==> src/rfsr_pkg.sv <==
// Shared constants and carrier types of the receive status report block.
`default_nettype none
package rfsr_pkg;
  // Register indices; the byte address of each is four times its index.
  localparam logic [7:0] RFSR_IDX_STATUS = 8'h13;
  localparam logic [7:0] RFSR_IDX_CTRL   = 8'h20;
  localparam logic [7:0] RFSR_IDX_ISTAT  = 8'h21;
  localparam logic [7:0] RFSR_IDX_IMASK  = 8'h22;
  // Status word field positions (least significant bit of each field).
  localparam int RFSR_BYTES_LSB   = 0;
  localparam int RFSR_FRAMES_LSB  = 9;
  localparam int RFSR_LAST_LSB    = 13;
  localparam int RFSR_INTEG_BIT   = 16;
  localparam int RFSR_FRAME_BIT   = 17;
  localparam int RFSR_COLL_BIT    = 18;
  localparam int RFSR_COLLPOS_LSB = 19;
  // Control register field positions.
  localparam int RFSR_C_PAR_EN    = 0;
  localparam int RFSR_C_PAR_ODD   = 1;
  localparam int RFSR_C_CRC_EN    = 2;
  localparam int RFSR_C_OFS_LSB   = 3;
  localparam int RFSR_C_MULTI     = 6;
  localparam int RFSR_C_INV_STOP  = 7;
  localparam int RFSR_C_CPV       = 31;
  // Interrupt status and mask bit positions.
  localparam int RFSR_I_DONE      = 0;
  localparam int RFSR_I_FRAME     = 1;
  localparam int RFSR_I_COLL      = 2;
  localparam int RFSR_IRQ_W       = 3;
  // Reset values.
  localparam logic [7:0]  RFSR_CTRL_RST  = 8'h00;
  localparam logic [2:0]  RFSR_MASK_RST  = 3'h0;
  localparam logic [31:0] RFSR_RDATA_RST = 32'h0000_0000;
  // Receiver sequencing states.
  typedef enum logic [1:0] {
    RFSR_IDLE = 2'b00,
    RFSR_RECV = 2'b01,
    RFSR_HALT = 2'b10
  } rfsr_state_e;
  // Events and levels from the radio decoder, synchronous to pclk.
  typedef struct packed {
    logic rx_enable;   // Receiver armed again; one-cycle pulse.
    logic rx_sof;      // Start of a new reception; one-cycle pulse.
    logic bit_valid;   // One decoded data bit present.
    logic bit_data;    // Value of that data bit.
    logic bit_coll;    // A collision was seen on that data bit.
    logic par_valid;   // One received parity bit present.
    logic par_data;    // Value of that parity bit.
    logic crc_done;    // Received CRC has been compared.
    logic crc_ok;      // Result of that comparison.
    logic stop_err;    // Wrong stop bit.
    logic sof_eof_err; // Missing or wrong type B start or end of frame.
    logic len_err;     // Wrong number of received bytes.
    logic eof;         // Regular end of frame.
    logic mode_106a;   // Passive 106 kbit/s or type A reader mode.
  } rfsr_dec_s;
endpackage : rfsr_pkg
`default_nettype wire

==> src/rfsr_sticky.sv <==
// Sticky flag bank where a hardware set wins over a software clear.
`timescale 1ns/1ps
`default_nettype none
module rfsr_sticky #(
  parameter int W = 3
) (
  input  wire logic         pclk,
  input  wire logic         presetn,
  input  wire logic [W-1:0] set,
  input  wire logic [W-1:0] clr,
  output logic      [W-1:0] q
);
  // Next value: keep unless cleared, and any set overrides the clear.
  logic [W-1:0] q_d;
  assign q_d = (q & ~clr) | set;

  // Flags start cleared after reset.
  always_ff @(posedge pclk or negedge presetn) begin
    if (!presetn) begin
      q <= '0;
    end else begin
      q <= q_d;
    end
  end
endmodule : rfsr_sticky
`default_nettype wire

==> src/rfsr_parity.sv <==
// Parity checker for one received byte against its parity bit.
`timescale 1ns/1ps
`default_nettype none
module rfsr_parity #(
  parameter int W = 8
) (
  input  wire logic [W-1:0] data,
  input  wire logic         odd,
  input  wire logic         par_bit,
  output logic              mismatch
);
  // Expected bit makes the total count of ones even, or odd if asked.
  logic expect_bit;
  assign expect_bit = (^data) ^ odd;
  assign mismatch   = expect_bit != par_bit;
endmodule : rfsr_parity
`default_nettype wire

==> src/rfsr_top.sv <==
// Receive frame status report with APB registers and interrupt.
// Summary of operation
// RULE_01: First collision bit position in bits 19-25.
// RULE_02: Collision position includes the first-bit offset.
// RULE_03: Software trusts position only when valid flag set.
// RULE_04: Collision flag bit 18 set on collision.
// RULE_05: Framing fault bit 17 on stop/SOF/EOF/length.
// RULE_06: Framing fault stops reception of the frame.
// RULE_07: Start of reception clears both fault flags.
// RULE_08: Integrity fault bit 16 on parity/CRC error.
// RULE_09: Integrity fault keeps reception running.
// RULE_10: Inverted-parity end criterion sets no integrity fault.
// RULE_11: Valid bits of last byte in 13-15.
// RULE_12: Frame tally 9-12 updated at receive done.
// RULE_13: Byte count 0-8 valid after receive done.
// RULE_14: First bit stored at offset, then following.
// RULE_15: Parity checked per byte when enabled.
// RULE_16: CRC failure feeds integrity fault when enabled.
// RULE_17: New reception clears collision flag and position.
// RULE_18: Status word read-only, upper bits zero.
// RULE_19: Receive done once per frame after update.
//
// The APB interface to the registers was chosen for this implementation.
`timescale 1ns/1ps
`default_nettype none
module rfsr_top #(
  parameter int ADDR_W = 12
) (
  input  wire logic              pclk,
  input  wire logic              presetn,
  input  wire logic [ADDR_W-1:0] paddr,
  input  wire logic              psel,
  input  wire logic              penable,
  input  wire logic              pwrite,
  input  wire logic [31:0]       pwdata,
  output logic      [31:0]       prdata,
  output logic                   pready,
  output logic                   pslverr,
  input  wire rfsr_pkg::rfsr_dec_s dec,
  output logic                   rx_halt,
  output logic                   irq
);
  import rfsr_pkg::*;

  // Sequencer state and live frame counters.
  rfsr_state_e state_q, state_d;
  logic [2:0]  bitpos_q, bitpos_d;   // Bit position inside the byte.
  logic [8:0]  bcnt_q, bcnt_d;       // Completed bytes of this frame.
  logic [6:0]  dbits_q, dbits_d;     // Data bit index plus offset.
  logic [7:0]  shreg_q, shreg_d;     // Byte being assembled.
  // Reported status fields.
  logic [6:0]  cpos_q, cpos_d;       // First collision position.
  logic        coll_q, coll_d;       // Collision seen.
  logic        ferr_q, ferr_d;       // Framing fault.
  logic        ierr_q, ierr_d;       // Integrity fault.
  logic [2:0]  last_q, last_d;       // Valid bits of last byte.
  logic [3:0]  frames_q, frames_d;   // Frame tally.
  logic [8:0]  bytes_q, bytes_d;     // Received byte count.
  // Software registers and interrupt state.
  logic [7:0]  ctrl_q;
  logic [2:0]  mask_q;
  logic [2:0]  istat;
  logic        halt_q;
  logic        irq_q;
  logic [31:0] rdata_q;
  logic        slverr_q;
  logic        pready_q;          // Ready, raised for the access cycle.

  // Control fields.
  wire        par_en   = ctrl_q[RFSR_C_PAR_EN];
  wire        par_odd  = ctrl_q[RFSR_C_PAR_ODD];
  wire        crc_en   = ctrl_q[RFSR_C_CRC_EN];
  wire [2:0]  offset   = ctrl_q[RFSR_C_OFS_LSB +: 3];
  wire        multi    = ctrl_q[RFSR_C_MULTI];
  wire        inv_stop = ctrl_q[RFSR_C_INV_STOP];

  // Decoder event qualification; bits only count while receiving.
  wire recv     = state_q == RFSR_RECV;
  wire fault    = dec.stop_err | dec.sof_eof_err | dec.len_err;
  wire frm_hit  = recv & fault;                                  // RULE_05
  wire bit_hit  = recv & dec.bit_valid & ~dec.rx_sof;            // RULE_06
  wire par_mism;
  wire par_chk  = recv & dec.par_valid & par_en & par_mism;      // RULE_15
  wire par_stop = par_chk & inv_stop;                            // RULE_10
  wire par_err  = par_chk & ~inv_stop;                           // RULE_09
  wire crc_err  = recv & dec.crc_done & crc_en & ~dec.crc_ok;    // RULE_16
  wire fin      = ~dec.rx_sof & (frm_hit | (recv & dec.eof) | par_stop);
  wire coll_new = bit_hit & dec.bit_coll & ~coll_q;              // RULE_04
  wire byte_end = bitpos_q == 3'h7;
  wire cpv      = coll_q & dec.mode_106a;                        // RULE_03

  // Parity of the byte assembled before its parity bit arrives.
  rfsr_parity #(
    .W (8)
  ) u_parity (
    .data     (shreg_q),
    .odd      (par_odd),
    .par_bit  (dec.par_data),
    .mismatch (par_mism)
  );

  // Sequencer: a framing fault halts, any end of frame reports.
  always_comb begin
    state_d = state_q;
    case (state_q)
      RFSR_IDLE: begin
        if (dec.rx_sof) state_d = RFSR_RECV;
      end
      RFSR_RECV: begin
        if (dec.rx_sof) state_d = RFSR_RECV;
        else if (frm_hit) state_d = RFSR_HALT;                   // RULE_06
        else if (fin) state_d = RFSR_IDLE;
      end
      RFSR_HALT: begin
        if (dec.rx_sof) state_d = RFSR_RECV;
      end
      default: begin
        state_d = RFSR_IDLE;
      end
    endcase
  end

  // Bit placement and live counters within the frame.
  always_comb begin
    bitpos_d = bitpos_q;
    bcnt_d   = bcnt_q;
    dbits_d  = dbits_q;
    shreg_d  = shreg_q;
    if (dec.rx_sof) begin
      bitpos_d = offset;                                         // RULE_14
      bcnt_d   = 9'h000;
      dbits_d  = {4'h0, offset};                                 // RULE_02
      shreg_d  = 8'h00;
    end else if (bit_hit) begin
      shreg_d[bitpos_q] = dec.bit_data;                          // RULE_14
      bitpos_d = bitpos_q + 3'h1;
      if (byte_end) bcnt_d = bcnt_q + 9'h001;
      if (dbits_q != 7'h7f) dbits_d = dbits_q + 7'h01;
    end
  end

  // Status fields: cleared at start, set during, counts at the end.
  always_comb begin
    cpos_d   = cpos_q;
    coll_d   = coll_q;
    ferr_d   = ferr_q;
    ierr_d   = ierr_q;
    last_d   = last_q;
    frames_d = frames_q;
    bytes_d  = bytes_q;
    if (dec.rx_enable) begin
      frames_d = 4'h0;
      bytes_d  = 9'h000;
    end
    if (dec.rx_sof) begin
      coll_d = 1'b0;                                             // RULE_17
      cpos_d = 7'h00;                                            // RULE_17
      ferr_d = 1'b0;                                             // RULE_07
      ierr_d = 1'b0;                                             // RULE_07
    end else begin
      if (coll_new) begin
        coll_d = 1'b1;                                           // RULE_04
        cpos_d = dbits_q;                                        // RULE_01
      end
      if (frm_hit) ferr_d = 1'b1;                                // RULE_05
      if (par_err | crc_err) ierr_d = 1'b1;                      // RULE_08
      if (fin) begin
        last_d  = bitpos_q;                                      // RULE_11
        bytes_d = bcnt_q + {8'h00, bitpos_q != 3'h0};            // RULE_13
        if (multi) frames_d = frames_q + 4'h1;                   // RULE_12
      end
    end
  end

  // Frame state registers.
  always_ff @(posedge pclk or negedge presetn) begin
    if (!presetn) begin
      state_q  <= RFSR_IDLE;
      bitpos_q <= 3'h0;
      bcnt_q   <= 9'h000;
      dbits_q  <= 7'h00;
      shreg_q  <= 8'h00;
      halt_q   <= 1'b0;
    end else begin
      state_q  <= state_d;
      bitpos_q <= bitpos_d;
      bcnt_q   <= bcnt_d;
      dbits_q  <= dbits_d;
      shreg_q  <= shreg_d;
      halt_q   <= state_d == RFSR_HALT;                          // RULE_06
    end
  end

  // Reported status registers.
  always_ff @(posedge pclk or negedge presetn) begin
    if (!presetn) begin
      cpos_q   <= 7'h00;
      coll_q   <= 1'b0;
      ferr_q   <= 1'b0;
      ierr_q   <= 1'b0;
      last_q   <= 3'h0;
      frames_q <= 4'h0;
      bytes_q  <= 9'h000;
    end else begin
      cpos_q   <= cpos_d;
      coll_q   <= coll_d;
      ferr_q   <= ferr_d;
      ierr_q   <= ierr_d;
      last_q   <= last_d;
      frames_q <= frames_d;
      bytes_q  <= bytes_d;
    end
  end

  // Status word image; unused upper bits stay zero.
  logic [31:0] status_w;
  always_comb begin
    status_w = 32'h0000_0000;                                    // RULE_18
    status_w[RFSR_BYTES_LSB +: 9]   = bytes_q;
    status_w[RFSR_FRAMES_LSB +: 4]  = frames_q;
    status_w[RFSR_LAST_LSB +: 3]    = last_q;
    status_w[RFSR_INTEG_BIT]        = ierr_q;
    status_w[RFSR_FRAME_BIT]        = ferr_q;
    status_w[RFSR_COLL_BIT]         = coll_q;
    status_w[RFSR_COLLPOS_LSB +: 7] = cpos_q;
  end

  // APB address decode; only aligned word accesses hit a register.
  wire [7:0] widx    = paddr[9:2];
  wire       aligned = (paddr[1:0] == 2'b00) && (paddr >> 10) == '0;
  wire       h_stat  = aligned && widx == RFSR_IDX_STATUS;
  wire       h_ctrl  = aligned && widx == RFSR_IDX_CTRL;
  wire       h_istat = aligned && widx == RFSR_IDX_ISTAT;
  wire       h_imask = aligned && widx == RFSR_IDX_IMASK;
  wire       mapped  = h_stat | h_ctrl | h_istat | h_imask;
  wire       setup   = psel & ~penable;
  wire       access  = psel & penable;
  wire       wr_acc  = access & pwrite;
  wire       rd_istat = access & ~pwrite & h_istat;

  // Read data selection; prepared in setup, shown during access.
  logic [31:0] rsel;
  always_comb begin
    rsel = 32'h0000_0000;
    if (h_stat) rsel = status_w;
    else if (h_ctrl) rsel = {cpv, 23'h000000, ctrl_q};
    else if (h_istat) rsel = {29'h0000_0000, istat};
    else if (h_imask) rsel = {29'h0000_0000, mask_q};
  end

  // Bus slave registers; writes land at the access edge.
  always_ff @(posedge pclk or negedge presetn) begin
    if (!presetn) begin
      rdata_q  <= RFSR_RDATA_RST;
      slverr_q <= 1'b0;
      pready_q <= 1'b0;
      ctrl_q   <= RFSR_CTRL_RST;
      mask_q   <= RFSR_MASK_RST;
    end else begin
      if (setup) rdata_q <= pwrite ? RFSR_RDATA_RST : rsel;
      // Error and ready come from flops and stand in the access cycle.
      slverr_q <= setup & ~mapped;
      pready_q <= setup;
      if (wr_acc && h_ctrl) ctrl_q <= pwdata[7:0];
      if (wr_acc && h_imask) mask_q <= pwdata[2:0];
    end
  end

  // Event flags: set by the frame, cleared by reading them.
  wire [2:0] iset = {coll_new, frm_hit & ~dec.rx_sof, fin};      // RULE_19
  rfsr_sticky #(
    .W (RFSR_IRQ_W)
  ) u_istat (
    .pclk    (pclk),
    .presetn (presetn),
    .set     (iset),
    .clr     ({RFSR_IRQ_W{rd_istat}}),
    .q       (istat)
  );

  // Interrupt level from any unmasked flag.
  always_ff @(posedge pclk or negedge presetn) begin
    if (!presetn) begin
      irq_q <= 1'b0;
    end else begin
      irq_q <= |(istat & mask_q);
    end
  end

  assign prdata  = rdata_q;
  assign pready  = pready_q;
  assign pslverr = slverr_q;
  assign rx_halt = halt_q;
  assign irq     = irq_q;
endmodule : rfsr_top
`default_nettype wire

==> config.mk <==
export PLATFORM = sky130hd
export DESIGN_NAME = rfsr_top
export DESIGN_NICKNAME = d
export VERILOG_FILES = /design/src/rfsr_pkg.sv /design/src/rfsr_sticky.sv /design/src/rfsr_parity.sv /design/src/rfsr_top.sv
export SDC_FILE = /design/constraint.sdc
export NUM_CORES = 1
export LEC_CHECK = 0
export ABC_AREA = 1
export BUFFER_PORTS_ARGS = -buffer_cell sky130_fd_sc_hd__buf_2
export CAP_MARGIN = 20
export CELL_PAD_IN_SITES_DETAIL_PLACEMENT = 0
export CELL_PAD_IN_SITES_GLOBAL_PLACEMENT = 1
export CORE_UTILIZATION = 44
export CTS_CLUSTER_SIZE = 28
export DETAILED_ROUTE_END_ITERATION = 10
export PLACE_DENSITY = 0.85
export SLEW_MARGIN = 20
export SYNTH_ARGS = -nofsm -noshare
export SYNTH_HDL_FRONTEND = slang
export SYNTH_SLANG_ARGS = --single-unit
==> constraint.sdc <==
create_clock -name pclk -period 2.7 [get_ports pclk]
set_input_delay 0 -clock pclk [delete_from_list [all_inputs] [get_ports pclk]]
set_output_delay 0 -clock pclk [all_outputs]
set_load 0.02 [all_outputs]
==> impl_metrics.yaml <==
outcome:
  status: "finished clean"
synth:
  synth_area_leaders: "dfrtp_1, nand2_1, o21ai_0"
  synth.top_cell.area_share_pct: 49.6
  avgSynthCellArea_um2: 8.29
  synth_top_family_by_area: "simple AND/OR/NAND/NOR gates"
  syn_inst: 609
  yosysUniqueCellTypes: 40
  synth-adder-area-share_pct: 1.98
  ys_ff_latch: 100
  ys_async_sr_fraction_pct: 100
  synth_compound_area_share_pct: 10.8
  syn-cell-area_um2: 5050
  yosysTopAreaCell: "dfrtp_1"
  seq_area_frac_synth_pct: 49.6
  ys_warn_count: 0
  synth.area.mux_share_pct: 1.64
  synth_top_flop_cell: "dfrtp_1"
  yosys.area_share.simple_pct: 25.7
  synth_edf_count: 0
  synthXorXnorAreaFrac_pct: 2.08
sta:
  finalClockSkew_ns: 0.00833
  setup_violations: 0
  tns_ns: 0
  final_hold_viol_count: 0
  fin_crit_sh_pct: 85.3
  worst_slew_pin_slew_ns: 0.844
  slew_headroom_pct: 43.6
  min_period_ns: 2.30
  drv_slew: 0
  grt_setup_unrepaired: "no"
  clock.fmax_mhz: 434
flow_run:
  cap_violations: 0
clock_tree:
  cts.clk_slew.worst_paths_ns: 0.06
  cts_buffers: 9
  cts_tree: "yes"
  cts.sinks: 100
  root_buffer: "clkbuf_16"
  clockBufferDepth: 2
  h-tree-depth: 3
  clkLatencyLatePin_ns: 0.35
  cts_setup_buffers: 0
detailed_routing:
  drt-pass1-iter-count: 4
  wirelength_mm: 11.9
  antenna_left: 0
  vias: 4277
  wire_per_inst_um: 14.2
  drtIter0Drc: 214
  viasPerCell: 5.13
  drc: 0
cells_and_area:
  final_cell_mix: "nand2_1, dfrtp_1, inv_1, buf_2, o21ai_0"
  n_fill_cell: 1072
  nets: 760
  seqCellArea_um2: 2500
  final_common_cell: "nand2_1"
  post-route-util_pct: 53.6
  multi_input_area_um2: 2150
  area_growth_pct: 17.0
  antenna_cells: 0
  layout-drive-gt1-share_pct: 16.7
setup_path:
  worstPathMaxFanout: 4
  r2r-start: "state_q[1]"
  reg2reg_depth: 7
  r2r_end: "ierr_q"
  reg2reg_slack_ns: 0.40
  crit_type: "register to register"
  critPathLaunchType: "register"
  endpoint_kind: "register"
  critPathRequiredTime_ns: 2.99
  cp_data_arrival_time_ns: 2.59
grt:
  grt.overflow.total: 0
  antenna_found_initial: 0
  grt_max_degree: 60
  grt_first_pass_wirelength_mm: 19.9
  grt_util_all_layers_pct: 22.0
  grt_pass1_vias: 4051
min_path:
  hold_path_depth: 3
  hold_start: "dec[12]"
  hp-class: "input pin to register"
  min_to: "state_q[0]"
floorplanning:
  die-width_um: 109
  coreArea_um2: 11000
  start_util_pct: 45.8
  dieArea_um2: 11900
  fp-row-count: 38
  num_io_pins: 99
  die_h_um: 109
power_and_ir_drop:
  cell_internal_pwr_mw: 2.41
  comb_power_share_pct: 17.3
  ir_drop_v: 0.000362
  swShare_pct: 30.2
  power.net_switching_mw: 1.04
  leakage_nw: 3.00
  clkPwrFrac_pct: 34.6
  power_density_nw_per_um2: 583
  p_total_mw: 3.45
  p_seq_share_pct: 48.1
place:
  gp_congestion: 0.812
  io_buffers: 69
  place_hpwl_mm: 8.40
==> stage by stage <==
step	worst slack [ns]	cell area (um^2)	std cells	hold WS, ns
floorplan	0.915	5060	613	-0.296
global placement	0.712	5490	803	0.119
detailed placement	0.685	5490	803	0.122
CTS	0.482	5910	833	0.00118
global route	0.332	5910	833	0.0274
finish	0.398	5910	833	0.00465
==> cell families after synthesis <==
family	after synthesis
and+or+nand+nor	287
DFF	100
AOI/OAI and AO/OA	99
buffers and inverters	96
xor gates and xnor gates	12
adders and majority gates	8
muxes	6
other	1
==> state kept, by name, indices dropped and copies added, names as in the netlist, 2 cells and up <==
register   count
bcnt_q         9
mask_q         3
bitpos_q       3
dbits_q        7
state_q        2
cpos_q         7
ctrl_q         8
prdata        27
frames_q       4
shreg_q        8
last_q         3
u_istat.q      3
bytes_q        9
==> synth_stat cells, types with 7 or more instances <==
| master | n |
|---|---|
| o21ai_0 | 55 |
| inv_1 | 68 |
| nand3_1 | 51 |
| buf_4 | 7 |
| nor2_1 | 36 |
| xor2_1 | 9 |
| ha_1 | 8 |
| buf_2 | 8 |
| nor3_1 | 18 |
| dfrtp_1 | 100 |
| a21oi_1 | 23 |
| nand2_1 | 154 |
==> layout make-up <==
class	instances	share of cell area [%]
sequential	100	42.3
multi-input combinational	417	36.4
inverter	73	4.64
tap	140	2.96
timing repair buffer	88	9.14
clock inverter	4	0.445
clock buffer	11	4.11
==> worst max path at each step <==
stage | startpoint | end | slack, ns | cells after the start
6_report | state_q[1] | ierr_q | 0.40 | 7
5_1_grt | state_q[1] | ierr_q | 0.33 | 7
2_1_floorplan | bitpos_q[0] | bytes_q[8] | 0.92 | 11
4_1_cts | state_q[1] | ierr_q | 0.48 | 7
3_5_place_dp | bitpos_q[0] | bytes_q[8] | 0.68 | 11
3_3_place_gp | bitpos_q[0] | bytes_q[8] | 0.71 | 11
==> power groups by stage <==
| stage | Sequential [mW] | Combinational (mW) | Clock (mW) |
|---|---|---|---|
| floorplan | 1.67 | 0.425 | 0 |
| global placement | 1.68 | 0.569 | 0 |
| detailed placement | 1.68 | 0.583 | 0 |
| CTS | 1.66 | 0.602 | 1.22 |
| global route | 1.67 | 0.681 | 1.28 |
| finish | 1.66 | 0.598 | 1.19 |
==> critical path, stage by stage, from the launching register on <==
cell	delay (ns)
dfrtp_1	0.41
nor2_4	0.18
inv_1	0.11
nor3_1	0.19
a21oi_1	0.08
dlygate4sd3_1	0.56
a21oi_1	0.15
dlygate4sd3_1	0.57
==> per-layer routing <==
layer	vias to the layer above	share of wire, %	track usage, %
li1	2141	-	-
met1	2014	47	28.9
met4	0	1.8	8.49
met3	13	4.9	3.53
met5	-	0	0
met2	109	46	36.3
==> what timing repair did <==
action | in CTS | in global routing
resized for setup | 0 | 0
endpoints found under the hold margin | 74 | 0
hold buffers | 15 | 0
No activity file was read; power rests on OpenSTA's default activity.
